**src/csr_pkg.sv**
```systemverilog
// Shared register map, field positions, reset values and operation codes.
package csr_pkg;
	localparam int ADDR_W = 12;
	localparam int DATA_W = 32;
	localparam int REG_W = 8;
	localparam int BANK_W = 7;
	localparam logic [7:0] IDX_STATUS = 8'h03;
	localparam logic [7:0] IDX_INTCTL = 8'h0B;
	localparam logic [7:0] IDX_PFLAG = 8'h0C;
	localparam logic [7:0] IDX_OPTION = 8'h81;
	localparam logic [7:0] IDX_PEN = 8'h8C;
	localparam logic [7:0] IDX_PWRCTL = 8'h8E;
	localparam logic [1:0] WORD_LSB = 2'h0;
	localparam int ST_IBS = 7;
	localparam int ST_BSH = 6;
	localparam int ST_BSL = 5;
	localparam int ST_TO = 4;
	localparam int ST_PD = 3;
	localparam int ST_Z = 2;
	localparam int ST_DC = 1;
	localparam int ST_C = 0;
	localparam int OP_PUD = 7;
	localparam int OP_EDG = 6;
	localparam int OP_SRC = 5;
	localparam int OP_SE = 4;
	localparam int OP_PSA = 3;
	localparam int OP_PS_LO = 0;
	localparam int PS_W = 3;
	localparam int IC_GIE = 7;
	localparam int IC_PERIPHERAL_IRQ_ENABLE = 6;
	localparam int IC_TIMER_OVERFLOW_IRQ_ENABLE = 5;
	localparam int IC_EDGE_PIN_IRQ_ENABLE = 4;
	localparam int IC_PORT_CHANGE_IRQ_ENABLE = 3;
	localparam int IC_TIMER_OVERFLOW_FLAG = 2;
	localparam int IC_EDGE_PIN_IRQ_FLAG = 1;
	localparam int IC_PORT_CHANGE_FLAG = 0;
	localparam int CM_BIT = 6;
	localparam int PC_POR = 1;
	localparam int PC_BOR = 0;
	localparam int NIB_W = 4;
	localparam int PRE_W = 8;
	localparam int PORTB_HI = 4;
	localparam logic [7:0] RST_STATUS = 8'h18;
	localparam logic [7:0] RST_OPTION = 8'hFF;
	localparam logic [7:0] RST_INTCTL = 8'h00;
	localparam logic [7:0] RST_ZERO = 8'h00;
	localparam logic [7:0] PFLAG_MASK = 8'h40;
	localparam logic [7:0] PWRCTL_MASK = 8'h03;
	typedef enum logic [2:0] {
		CSR_OP_LOGIC,
		CSR_OP_ADD,
		CSR_OP_SUB,
		CSR_OP_ROTL,
		CSR_OP_ROTR
	} csr_op_t;
endpackage

```
**src/csr_sync.sv**
```systemverilog
// Two-flop synchroniser for a group of pin inputs.
`timescale 1ns/1ps
module csr_sync #(
	parameter int W = 1
) (
	input wire logic clock, // System clock.
	input wire logic rst_n, // Synchronous reset, active low.
	input wire logic [W-1:0] d, // Asynchronous pin levels.
	output logic [W-1:0] q // Synchronised levels.
);
	logic [W-1:0] meta_q;

	always_ff @(posedge clock) begin
		if (!rst_n) begin
			meta_q <= '0;
			q <= '0;
		end else begin
			meta_q <= d;
			q <= meta_q;
		end
	end
endmodule

```
**src/csr_flag_calc.sv**
```systemverilog
// Arithmetic flag outcome of one core operation.
`timescale 1ns/1ps
module csr_flag_calc (
	input csr_pkg::csr_op_t op, // Operation kind.
	input wire logic [7:0] a, // First operand or rotate source.
	input wire logic [7:0] b, // Second operand.
	input wire logic [7:0] logic_res, // Result of a logic operation.
	output logic z, // Zero outcome.
	output logic dc, // Nibble carry outcome.
	output logic c, // Carry outcome.
	output logic z_upd, // Zero flag is affected.
	output logic dc_upd, // Nibble carry flag is affected.
	output logic c_upd // Carry flag is affected.
);
	logic [8:0] sum;
	logic [4:0] nib;
	logic [7:0] bb;
	logic cin;

	// Subtraction adds the inverted operand and a carry in, so a zero operand still carries.
	always_comb begin
		bb = (op == csr_pkg::CSR_OP_SUB) ? ~b : b;
		cin = (op == csr_pkg::CSR_OP_SUB);
		sum = {1'b0, a} + {1'b0, bb} + {8'h00, cin};
		nib = {1'b0, a[csr_pkg::NIB_W-1:0]} + {1'b0, bb[csr_pkg::NIB_W-1:0]} + {4'h0, cin};
		z = 1'b0;
		dc = 1'b0;
		c = 1'b0;
		z_upd = 1'b0;
		dc_upd = 1'b0;
		c_upd = 1'b0;
		unique case (op)
			csr_pkg::CSR_OP_LOGIC: begin
				z = (logic_res == 8'h00);
				z_upd = 1'b1;
			end
			csr_pkg::CSR_OP_ADD, csr_pkg::CSR_OP_SUB: begin
				z = (sum[7:0] == 8'h00);
				dc = nib[csr_pkg::NIB_W];
				c = sum[8];
				z_upd = 1'b1;
				dc_upd = 1'b1;
				c_upd = 1'b1;
			end
			csr_pkg::CSR_OP_ROTL: begin
				c = a[7];
				c_upd = 1'b1;
			end
			csr_pkg::CSR_OP_ROTR: begin
				c = a[0];
				c_upd = 1'b1;
			end
			default: begin
			end
		endcase
	end
endmodule

```
**src/csr_regs.sv**
```systemverilog
// Core status, option and interrupt register set behind an APB slave.
//
// The APB interface to the registers is this design's own decision.
`timescale 1ns/1ps
module csr_regs #(
	parameter int PRE_W = csr_pkg::PRE_W
) (
	input wire logic clock, // 100 MHz system clock.
	input wire logic rst_n, // Power-on reset, synchronous, active low.
	input wire logic psel, // APB select.
	input wire logic penable, // APB access phase.
	input wire logic pwrite, // APB direction, high for write.
	input wire logic [csr_pkg::ADDR_W-1:0] paddr, // APB byte address.
	input wire logic [csr_pkg::DATA_W-1:0] pwdata, // APB write data.
	output logic [csr_pkg::DATA_W-1:0] prdata, // APB read data.
	output logic pready, // APB ready.
	output logic pslverr, // APB error for unmapped address.
	input wire logic alu_valid, // Core operation completes this cycle.
	input csr_pkg::csr_op_t alu_op, // Kind of that operation.
	input wire logic [7:0] alu_a, // First operand or rotate source.
	input wire logic [7:0] alu_b, // Second operand.
	input wire logic [7:0] alu_logic_res, // Logic operation result.
	input wire logic alu_dest_status, // Operation result is written to status.
	input wire logic [7:0] alu_status_wdata, // Result written to status.
	input wire logic watchdog_clear_instr, // Watchdog clear instruction pulse.
	input wire logic sleep_instr, // Sleep instruction pulse.
	input wire logic watchdog_timeout, // Watchdog timer expiry pulse.
	input wire logic brownout_reset, // Brown-out reset event pulse.
	input wire logic free_timer_overflow, // Free timer overflow pulse.
	input wire logic instruction_cycle_clock, // Instruction cycle tick pulse.
	input wire logic watchdog_base_tick, // Watchdog oscillator tick pulse.
	input wire logic timer_ext_clock_pin, // Timer external clock pin.
	input wire logic edge_irq_pin, // External edge interrupt pin.
	input wire logic [csr_pkg::PORTB_HI-1:0] port_b_high_pins, // Upper port B pins.
	input wire logic comparator_out, // Comparator output level.
	input wire logic [7:0] port_b_latch, // Port B output latch values.
	input wire logic [csr_pkg::BANK_W-1:0] direct_addr, // Direct address from opcode.
	output logic [csr_pkg::BANK_W:0] data_addr, // Banked data memory address.
	output logic [7:0] port_b_pullup_en, // Weak pull-up enables.
	output logic free_timer_inc, // Free timer increment pulse.
	output logic watchdog_inc, // Watchdog increment pulse.
	output logic irq // Interrupt request to the core.
);
	logic [7:0] status_q;
	logic [7:0] option_q;
	logic [7:0] intctl_q;
	logic cmp_flag_q;
	logic cmp_en_q;
	logic [1:0] pwr_q;
	logic [PRE_W-1:0] pre_q;
	logic [2:0] tck_s;
	logic tck_prev_q;
	logic int_prev_q;
	logic [csr_pkg::PORTB_HI-1:0] pb_s;
	logic [csr_pkg::PORTB_HI-1:0] pb_prev_q;
	logic cmp_prev_q;
	logic [2:0] pin_arm_q;
	logic z_n, dc_n, c_n, z_u, dc_u, c_u;
	logic [csr_pkg::ADDR_W-3:0] idx;
	logic hit;
	logic wr_en;
	logic [7:0] wd;
	logic [7:0] rd_d;
	logic tck_rise, tck_fall, ext_evt, src_evt, pre_src, pre_done;
	logic int_evt, pb_evt, cmp_evt;
	localparam int PS_SH_W = 4;
	logic [PRE_W-1:0] pre_lim;
	logic [PS_SH_W-1:0] shamt;

	csr_sync #(
		.W(csr_pkg::PORTB_HI + 3)
	) u_sync (
		.clock(clock),
		.rst_n(rst_n),
		.d({port_b_high_pins, comparator_out, edge_irq_pin, timer_ext_clock_pin}),
		.q({pb_s, tck_s})
	);

	csr_flag_calc u_flags (
		.op(alu_op),
		.a(alu_a),
		.b(alu_b),
		.logic_res(alu_logic_res),
		.z(z_n),
		.dc(dc_n),
		.c(c_n),
		.z_upd(z_u),
		.dc_upd(dc_u),
		.c_upd(c_u)
	);

	// Register index is the byte address divided by four.
	assign idx = paddr[csr_pkg::ADDR_W-1:2];
	assign wd = pwdata[7:0];
	assign wr_en = psel && penable && pready && pwrite && hit;

	always_comb begin
		hit = (paddr[1:0] == csr_pkg::WORD_LSB);
		rd_d = 8'h00;
		unique case (idx)
			csr_pkg::IDX_STATUS: rd_d = status_q;
			csr_pkg::IDX_INTCTL: rd_d = intctl_q;
			csr_pkg::IDX_PFLAG: rd_d = {1'b0, cmp_flag_q, 6'h00};
			csr_pkg::IDX_OPTION: rd_d = option_q;
			csr_pkg::IDX_PEN: rd_d = {1'b0, cmp_en_q, 6'h00};
			csr_pkg::IDX_PWRCTL: rd_d = {6'h00, pwr_q};
			default: hit = 1'b0;
		endcase
	end

	// One wait state: ready rises in the second access cycle.
	always_ff @(posedge clock) begin
		if (!rst_n) begin
			pready <= 1'b0;
			pslverr <= 1'b0;
			prdata <= '0;
		end else begin
			pready <= psel && penable && !pready;
			pslverr <= psel && penable && !pready && !hit;
			prdata <= (psel && penable && !pready && !pwrite && hit) ?
				{{(csr_pkg::DATA_W-8){1'b0}}, rd_d} : '0;
		end
	end

	// Edge, port change and comparator pin events count only once the synchroniser and history hold real pin levels; timer pin edges are not held off.
	always_ff @(posedge clock) begin
		if (!rst_n) begin
			tck_prev_q <= 1'b0;
			int_prev_q <= 1'b0;
			pb_prev_q <= '0;
			cmp_prev_q <= 1'b0;
			pin_arm_q <= '0;
		end else begin
			tck_prev_q <= tck_s[0];
			int_prev_q <= tck_s[1];
			cmp_prev_q <= tck_s[2];
			pb_prev_q <= pb_s;
			pin_arm_q <= {pin_arm_q[1:0], 1'b1};
		end
	end

	always_comb begin
		tck_rise = tck_s[0] && !tck_prev_q;
		tck_fall = !tck_s[0] && tck_prev_q;
		ext_evt = option_q[csr_pkg::OP_SE] ? tck_fall : tck_rise;
		src_evt = option_q[csr_pkg::OP_SRC] ? ext_evt : instruction_cycle_clock;
		int_evt = pin_arm_q[2] && (option_q[csr_pkg::OP_EDG] ?
			(tck_s[1] && !int_prev_q) : (!tck_s[1] && int_prev_q));
		pb_evt = pin_arm_q[2] && (pb_s != pb_prev_q);
		cmp_evt = pin_arm_q[2] && (tck_s[2] != cmp_prev_q);
		pre_src = option_q[csr_pkg::OP_PSA] ? watchdog_base_tick : src_evt;
		shamt = option_q[csr_pkg::OP_PSA] ?
			{1'b0, option_q[csr_pkg::OP_PS_LO +: csr_pkg::PS_W]} :
			{1'b0, option_q[csr_pkg::OP_PS_LO +: csr_pkg::PS_W]} + 4'h1;
		pre_lim = PRE_W'((9'h001 << shamt) - 9'h001);
		pre_done = pre_src && (pre_q == pre_lim);
	end

	// Shared prescaler counts events of whichever unit owns it.
	always_ff @(posedge clock) begin
		if (!rst_n) begin
			pre_q <= '0;
		end else if (wr_en && idx == csr_pkg::IDX_OPTION) begin
			pre_q <= '0;
		end else if (pre_done) begin
			pre_q <= '0;
		end else if (pre_src) begin
			pre_q <= pre_q + PRE_W'(1);
		end
	end

	always_ff @(posedge clock) begin
		if (!rst_n) begin
			free_timer_inc <= 1'b0;
			watchdog_inc <= 1'b0;
		end else if (option_q[csr_pkg::OP_PSA]) begin
			free_timer_inc <= src_evt;
			watchdog_inc <= pre_done;
		end else begin
			free_timer_inc <= pre_done;
			watchdog_inc <= watchdog_base_tick;
		end
	end

	always_ff @(posedge clock) begin
		if (!rst_n) begin
			option_q <= csr_pkg::RST_OPTION;
		end else if (wr_en && idx == csr_pkg::IDX_OPTION) begin
			option_q <= wd;
		end
	end

	// Status register: flag updates win over writes; a write wins over an operation result written to status.
	always_ff @(posedge clock) begin
		if (!rst_n) begin
			status_q <= csr_pkg::RST_STATUS;
		end else begin
			if (wr_en && idx == csr_pkg::IDX_STATUS) begin
				status_q[csr_pkg::ST_IBS] <= wd[csr_pkg::ST_IBS];
				status_q[csr_pkg::ST_BSH] <= wd[csr_pkg::ST_BSH];
				status_q[csr_pkg::ST_BSL] <= wd[csr_pkg::ST_BSL];
				status_q[csr_pkg::ST_Z] <= wd[csr_pkg::ST_Z];
				status_q[csr_pkg::ST_DC] <= wd[csr_pkg::ST_DC];
				status_q[csr_pkg::ST_C] <= wd[csr_pkg::ST_C];
			end else if (alu_valid && alu_dest_status) begin
				status_q[csr_pkg::ST_IBS] <= alu_status_wdata[csr_pkg::ST_IBS];
				status_q[csr_pkg::ST_BSH] <= alu_status_wdata[csr_pkg::ST_BSH];
				status_q[csr_pkg::ST_BSL] <= alu_status_wdata[csr_pkg::ST_BSL];
				if (!z_u)
					status_q[csr_pkg::ST_Z] <= alu_status_wdata[csr_pkg::ST_Z];
				if (!dc_u)
					status_q[csr_pkg::ST_DC] <= alu_status_wdata[csr_pkg::ST_DC];
				if (!c_u)
					status_q[csr_pkg::ST_C] <= alu_status_wdata[csr_pkg::ST_C];
			end
			if (alu_valid && z_u)
				status_q[csr_pkg::ST_Z] <= z_n;
			if (alu_valid && dc_u)
				status_q[csr_pkg::ST_DC] <= dc_n;
			if (alu_valid && c_u)
				status_q[csr_pkg::ST_C] <= c_n;
			if (watchdog_timeout)
				status_q[csr_pkg::ST_TO] <= 1'b0;
			else if (watchdog_clear_instr || sleep_instr)
				status_q[csr_pkg::ST_TO] <= 1'b1;
			if (sleep_instr)
				status_q[csr_pkg::ST_PD] <= 1'b0;
			else if (watchdog_clear_instr)
				status_q[csr_pkg::ST_PD] <= 1'b1;
		end
	end

	// Interrupt control: event sets win over a software clear.
	always_ff @(posedge clock) begin
		if (!rst_n) begin
			intctl_q <= csr_pkg::RST_INTCTL;
		end else begin
			if (wr_en && idx == csr_pkg::IDX_INTCTL)
				intctl_q <= wd;
			if (free_timer_overflow)
				intctl_q[csr_pkg::IC_TIMER_OVERFLOW_FLAG] <= 1'b1;
			if (int_evt)
				intctl_q[csr_pkg::IC_EDGE_PIN_IRQ_FLAG] <= 1'b1;
			if (pb_evt)
				intctl_q[csr_pkg::IC_PORT_CHANGE_FLAG] <= 1'b1;
		end
	end

	always_ff @(posedge clock) begin
		if (!rst_n) begin
			cmp_flag_q <= 1'b0;
			cmp_en_q <= 1'b0;
		end else begin
			if (wr_en && idx == csr_pkg::IDX_PEN)
				cmp_en_q <= wd[csr_pkg::CM_BIT];
			if (cmp_evt)
				cmp_flag_q <= 1'b1;
			else if (wr_en && idx == csr_pkg::IDX_PFLAG)
				cmp_flag_q <= wd[csr_pkg::CM_BIT];
		end
	end

	// Power control flags; power-on reset clears both.
	always_ff @(posedge clock) begin
		if (!rst_n) begin
			pwr_q <= 2'h0;
		end else begin
			if (wr_en && idx == csr_pkg::IDX_PWRCTL)
				pwr_q <= wd[1:0] & csr_pkg::PWRCTL_MASK[1:0];
			if (brownout_reset)
				pwr_q[csr_pkg::PC_BOR] <= 1'b0;
		end
	end

	always_ff @(posedge clock) begin
		if (!rst_n) begin
			irq <= 1'b0;
			data_addr <= '0;
			port_b_pullup_en <= 8'h00;
		end else begin
			irq <= intctl_q[csr_pkg::IC_GIE] && (
				(intctl_q[csr_pkg::IC_TIMER_OVERFLOW_FLAG] && intctl_q[csr_pkg::IC_TIMER_OVERFLOW_IRQ_ENABLE]) ||
				(intctl_q[csr_pkg::IC_EDGE_PIN_IRQ_FLAG] && intctl_q[csr_pkg::IC_EDGE_PIN_IRQ_ENABLE]) ||
				(intctl_q[csr_pkg::IC_PORT_CHANGE_FLAG] && intctl_q[csr_pkg::IC_PORT_CHANGE_IRQ_ENABLE]) ||
				(intctl_q[csr_pkg::IC_PERIPHERAL_IRQ_ENABLE] && cmp_flag_q && cmp_en_q));
			data_addr <= {status_q[csr_pkg::ST_BSL], direct_addr};
			port_b_pullup_en <= option_q[csr_pkg::OP_PUD] ? 8'h00 : port_b_latch;
		end
	end
endmodule

```
**config.mk**
```make
export PLATFORM = sky130hd
export DESIGN_NAME = csr_regs
export DESIGN_NICKNAME = d
export VERILOG_FILES = /design/src/csr_pkg.sv /design/src/csr_sync.sv /design/src/csr_flag_calc.sv /design/src/csr_regs.sv
export SDC_FILE = /design/constraint.sdc
export NUM_CORES = 1
export LEC_CHECK = 0
export BUFFER_PORTS_ARGS = -buffer_cell sky130_fd_sc_hd__buf_4
export CAP_MARGIN = 20
export CELL_PAD_IN_SITES_DETAIL_PLACEMENT = 1
export CELL_PAD_IN_SITES_GLOBAL_PLACEMENT = 1
export CORE_MARGIN = 2
export CORE_UTILIZATION = 31
export CTS_CLUSTER_SIZE = 14
export DETAILED_ROUTE_END_ITERATION = 12
export HOLD_SLACK_MARGIN = 0.12
export PLACE_DENSITY = 0.68
export RECOVER_POWER = 50
export SYNTH_ARGS = -nofsm -noshare
export SYNTH_HDL_FRONTEND = slang
export SYNTH_SLANG_ARGS = --single-unit
```
**constraint.sdc**
```tcl
create_clock -name clock -period 3.85 [get_ports clock]
set_input_delay 1.155 -clock clock [delete_from_list [all_inputs] [get_ports clock]]
set_output_delay 1.155 -clock clock [all_outputs]
set_load 0.1 [all_outputs]
```
==> key figures <==
Yosys
  – Synth Cell Area: 4540 um2
  – Syn_area_per_cell: 8.93 um2
  – Synth warn: 0
  – Register bit total from synthesis: 89
  – Synth Flop Type: dfxtp_1
  – Unique masters post-synth: 60
  – Sequential cell area fraction in the yosys report: 39.3%
  – Syn Inst Count: 508
  – Post-synth EDFFs: 0
  – Ys async rst share: 0%

STA
  – Final Skew: 0.00600 ns
  – Pins Over Slew Limit: 49
  – Setup TNS: 0 ns
  – Worst slew margin: -18.1%
  – Crit path time final: 3.25 ns
  – Final WS setup: 0.601 ns
  – RSZ-0062 raised after global routing: no
  – Final setup viols: 0
  – Max Freq: 0.308 GHz
  – Final Hold Vio Count: 0
  – Least-Margin Pin Slew: 1.77 ns
  – Period utilisation layout: 84.4%

Status
  – Outcome: finished, violations left
  – Failing checks: capacitance limit, slew limit

Clocking
  – Post-CTS Setup Repair Bufs: 0
  – CTS tree: built
  – CTS sink count: 89
  – Root buffer cell: clkbuf_16
  – Clock transition at the registers of the reported paths: 0.06 ns
  – Max Root-Sink Buffers: 2
  – CTS Buf Count: 9
  – Worst-Skew Late Latency: 0.34 ns
  – CTS Hold Buffers Added: 0
  – Post-CTS sizing: 0
  – Number of H-tree levels: 3

Place
  – GP Congestion: 0.763
  – Placed Area: 5520 um2
  – Post-DP HPWL: 9.75 mm
  – Dpl cells: 794
  – Setup Slack @ Placement: 0.215 ns
  – Buffers on Ports: 117

Min path
  – Hold Crit Class: reg -> reg
  – Worst hold start: u_sync.meta_q[1]

Setup path
  – CP Class: in -> reg
  – CP Capture Type: flip-flop
  – CP Max Fanout: 8
  – Worst endpoint required time: 4.10 ns
  – Worst r2r src: option_q[3]
  – Beginning of the critical path: alu_op[2]
  – Crit start category: primary input
  – CP arrival: 3.50 ns

GRT
  – Vias in the first global route: 4149
  – First-pass GRT wire length: 20.7 mm
  – Initial antenna violation count: 0
  – Overflow after GRT: 0
  – Tot GR Track Use: 16.4%
  – Pin count of the biggest net entering global routing: 49

Power and ir drop
  – Pleak: 0.00248 uW
  – Maximum vdd drop: 0.205 mV
  – Pwr/cell area: 387 nW/um2
  – Total power draw: 2230 uW

Floorplan
  – Starting Density: 31.5%
  – Num ports: 168
  – Die width: 125 um
  – DIE AREA: 15600 um2
  – Core ar.: 14400 um2
  – Die height: 125 um
  – Rows: 44

Final layout
  – Layout Cell Area excl Fill: 5770 um2
  – # diodes: 0
  – Proportion of layout cells with a drive suffix above 1: 22.8%
  – Area grow syn2layout: 27.1%
  – Post-route insts no fill: 810
  – NumNets Final: 747

Route
  – DR DRC count: 0
  – Post-DRT Antenna Nets: 0
  – First-pass DRT Iterations: 4
  – Avg WL per Cell: 15.6 um
  – Drt total wl: 12.6 mm
  – DRT iter0 DRCs: 135
  – Vias: 3929
  – Via density: 4.85

Run
  – Max-Cap Viols: 1
-- stage by stage --
stage | hold slack, ns | utilization [%]
2_1_floorplan | 0.412 | -
3_3_place_gp | 0.414 | 38.3
3_5_place_dp | 0.420 | 38.3
4_1_cts | 0.436 | 40.4
5_1_grt | 0.450 | 40.0
6_report | 0.433 | 40.0
-- registers in the layout, summed over array words and instances (netlist names), 2 cells and up --
name              cells
pin_arm_q             3
u_sync.q              7
u_sync.meta_q         7
data_addr             8
pb_prev_q             4
intctl_q              8
status_q              8
pre_q                 8
prdata                8
option_q              8
pwr_q                 2
port_b_pullup_en      8
-- power breakdown --
group          switching (uW)  internal [uW]  leakage, uW
Clock                     378            528     0.000150
Combinational             245            124      0.00160
Sequential               13.0            944     0.000726
Total                     636           1600      0.00248
-- final timing paths --
kind / end / depth (start not counted) / slack (ns)
max reg2reg: pre_q[7] / 10 / 0.61
min reg2reg: u_sync.q[1] / 1 / 0.43
min: u_sync.q[1] / 1 / 0.43
max: status_q[0] / 13 / 0.60
-- layer usage --
| metal | up-vias | GRT usage [%] | wire [um] |
|---|---|---|---|
| met2 | 96 | 28.3 | 6180 |
| li1 | 1959 | - | - |
| met3 | 12 | 4.96 | 724 |
| met1 | 1862 | 19.9 | 5560 |
| met5 | - | 0 | 0 |
| met4 | 0 | 4.31 | 160 |
-- cells by family (layout without fill, tap and decap cells) --
| group | Yosys count | count (layout) | share of synthesized area [%] |
|---|---|---|---|
| simple gates | 205 | 205 | 24.5 |
| other cells | 1 | 24 | 0.0827 |
| compound gates | 82 | 82 | 13.0 |
| xor+xnor | 30 | 30 | 5.79 |
| fa+ha+maj | 11 | 11 | 3.20 |
| buf+inv | 61 | 156 | 7.47 |
| mux | 29 | 29 | 6.70 |
| flops | 89 | 89 | 39.3 |
-- synth_stat cells, types with 12 or more instances --
cell / number / area share (%)
and2_1: 40 / 5.5
mux2i_1: 18 / 4.0
nand2_1: 46 / 3.8
buf_4: 25 / 4.1
a21oi_1: 14 / 1.5
nand3_1: 19 / 2.1
clkbuf_1: 15 / 1.2
dfxtp_1: 89 / 39
nor2_1: 29 / 2.4
nor2b_1: 12 / 1.7
xor2_1: 21 / 4.1
-- critical path, cell delays in order --
cell,delay (ns)
buf_4,0.14
nor3b_1,0.20
buf_4,0.21
xor2_1,0.20
inv_1,0.08
fa_1,0.44
nor2b_1,0.12
o21ai_0,0.10
a21oi_1,0.21
o21ai_0,0.13
a21oi_1,0.18
o211ai_1,0.11
a41oi_1,0.22
-- area by class of cell --
class                   instances  area (um2)
repair buffers                128         897
clock inverters                 6        72.6
well taps                     184         230
flip-flops and latches         89        1780
clock buffers                  10         239
inverters                      12        45.0
fillers                      1702        8660
multi-input cells             381        2500
-- cells in the final DEF (no fill, tap or decap), types with 3 or more instances in the layout --
master / count
and2_1: 17
o21bai_1: 3
conb_1: 24
clkbuf_16: 9
nor4_1: 6
nand3_1: 19
mux2_2: 11
a22oi_1: 7
nor3_1: 10
and3_1: 6
mux2i_1: 18
dfxtp_1: 89
inv_1: 11
nor3b_1: 5
a31oi_1: 3
nor2_1: 29
xor2_1: 21
nand4_1: 8
buf_4: 111
a21boi_0: 6
nand2b_1: 4
o211ai_1: 6
a21oi_1: 14
o21ai_0: 11
inv_6: 3
o211a_1: 7
nor4b_1: 3
nor2b_1: 12
xnor2_1: 9
ha_1: 10
clkbuf_1: 17
nand2_1: 46
nand3b_1: 5
a211oi_1: 7
and2_0: 23
Note: power is estimated with default switching activity, not from simulation.
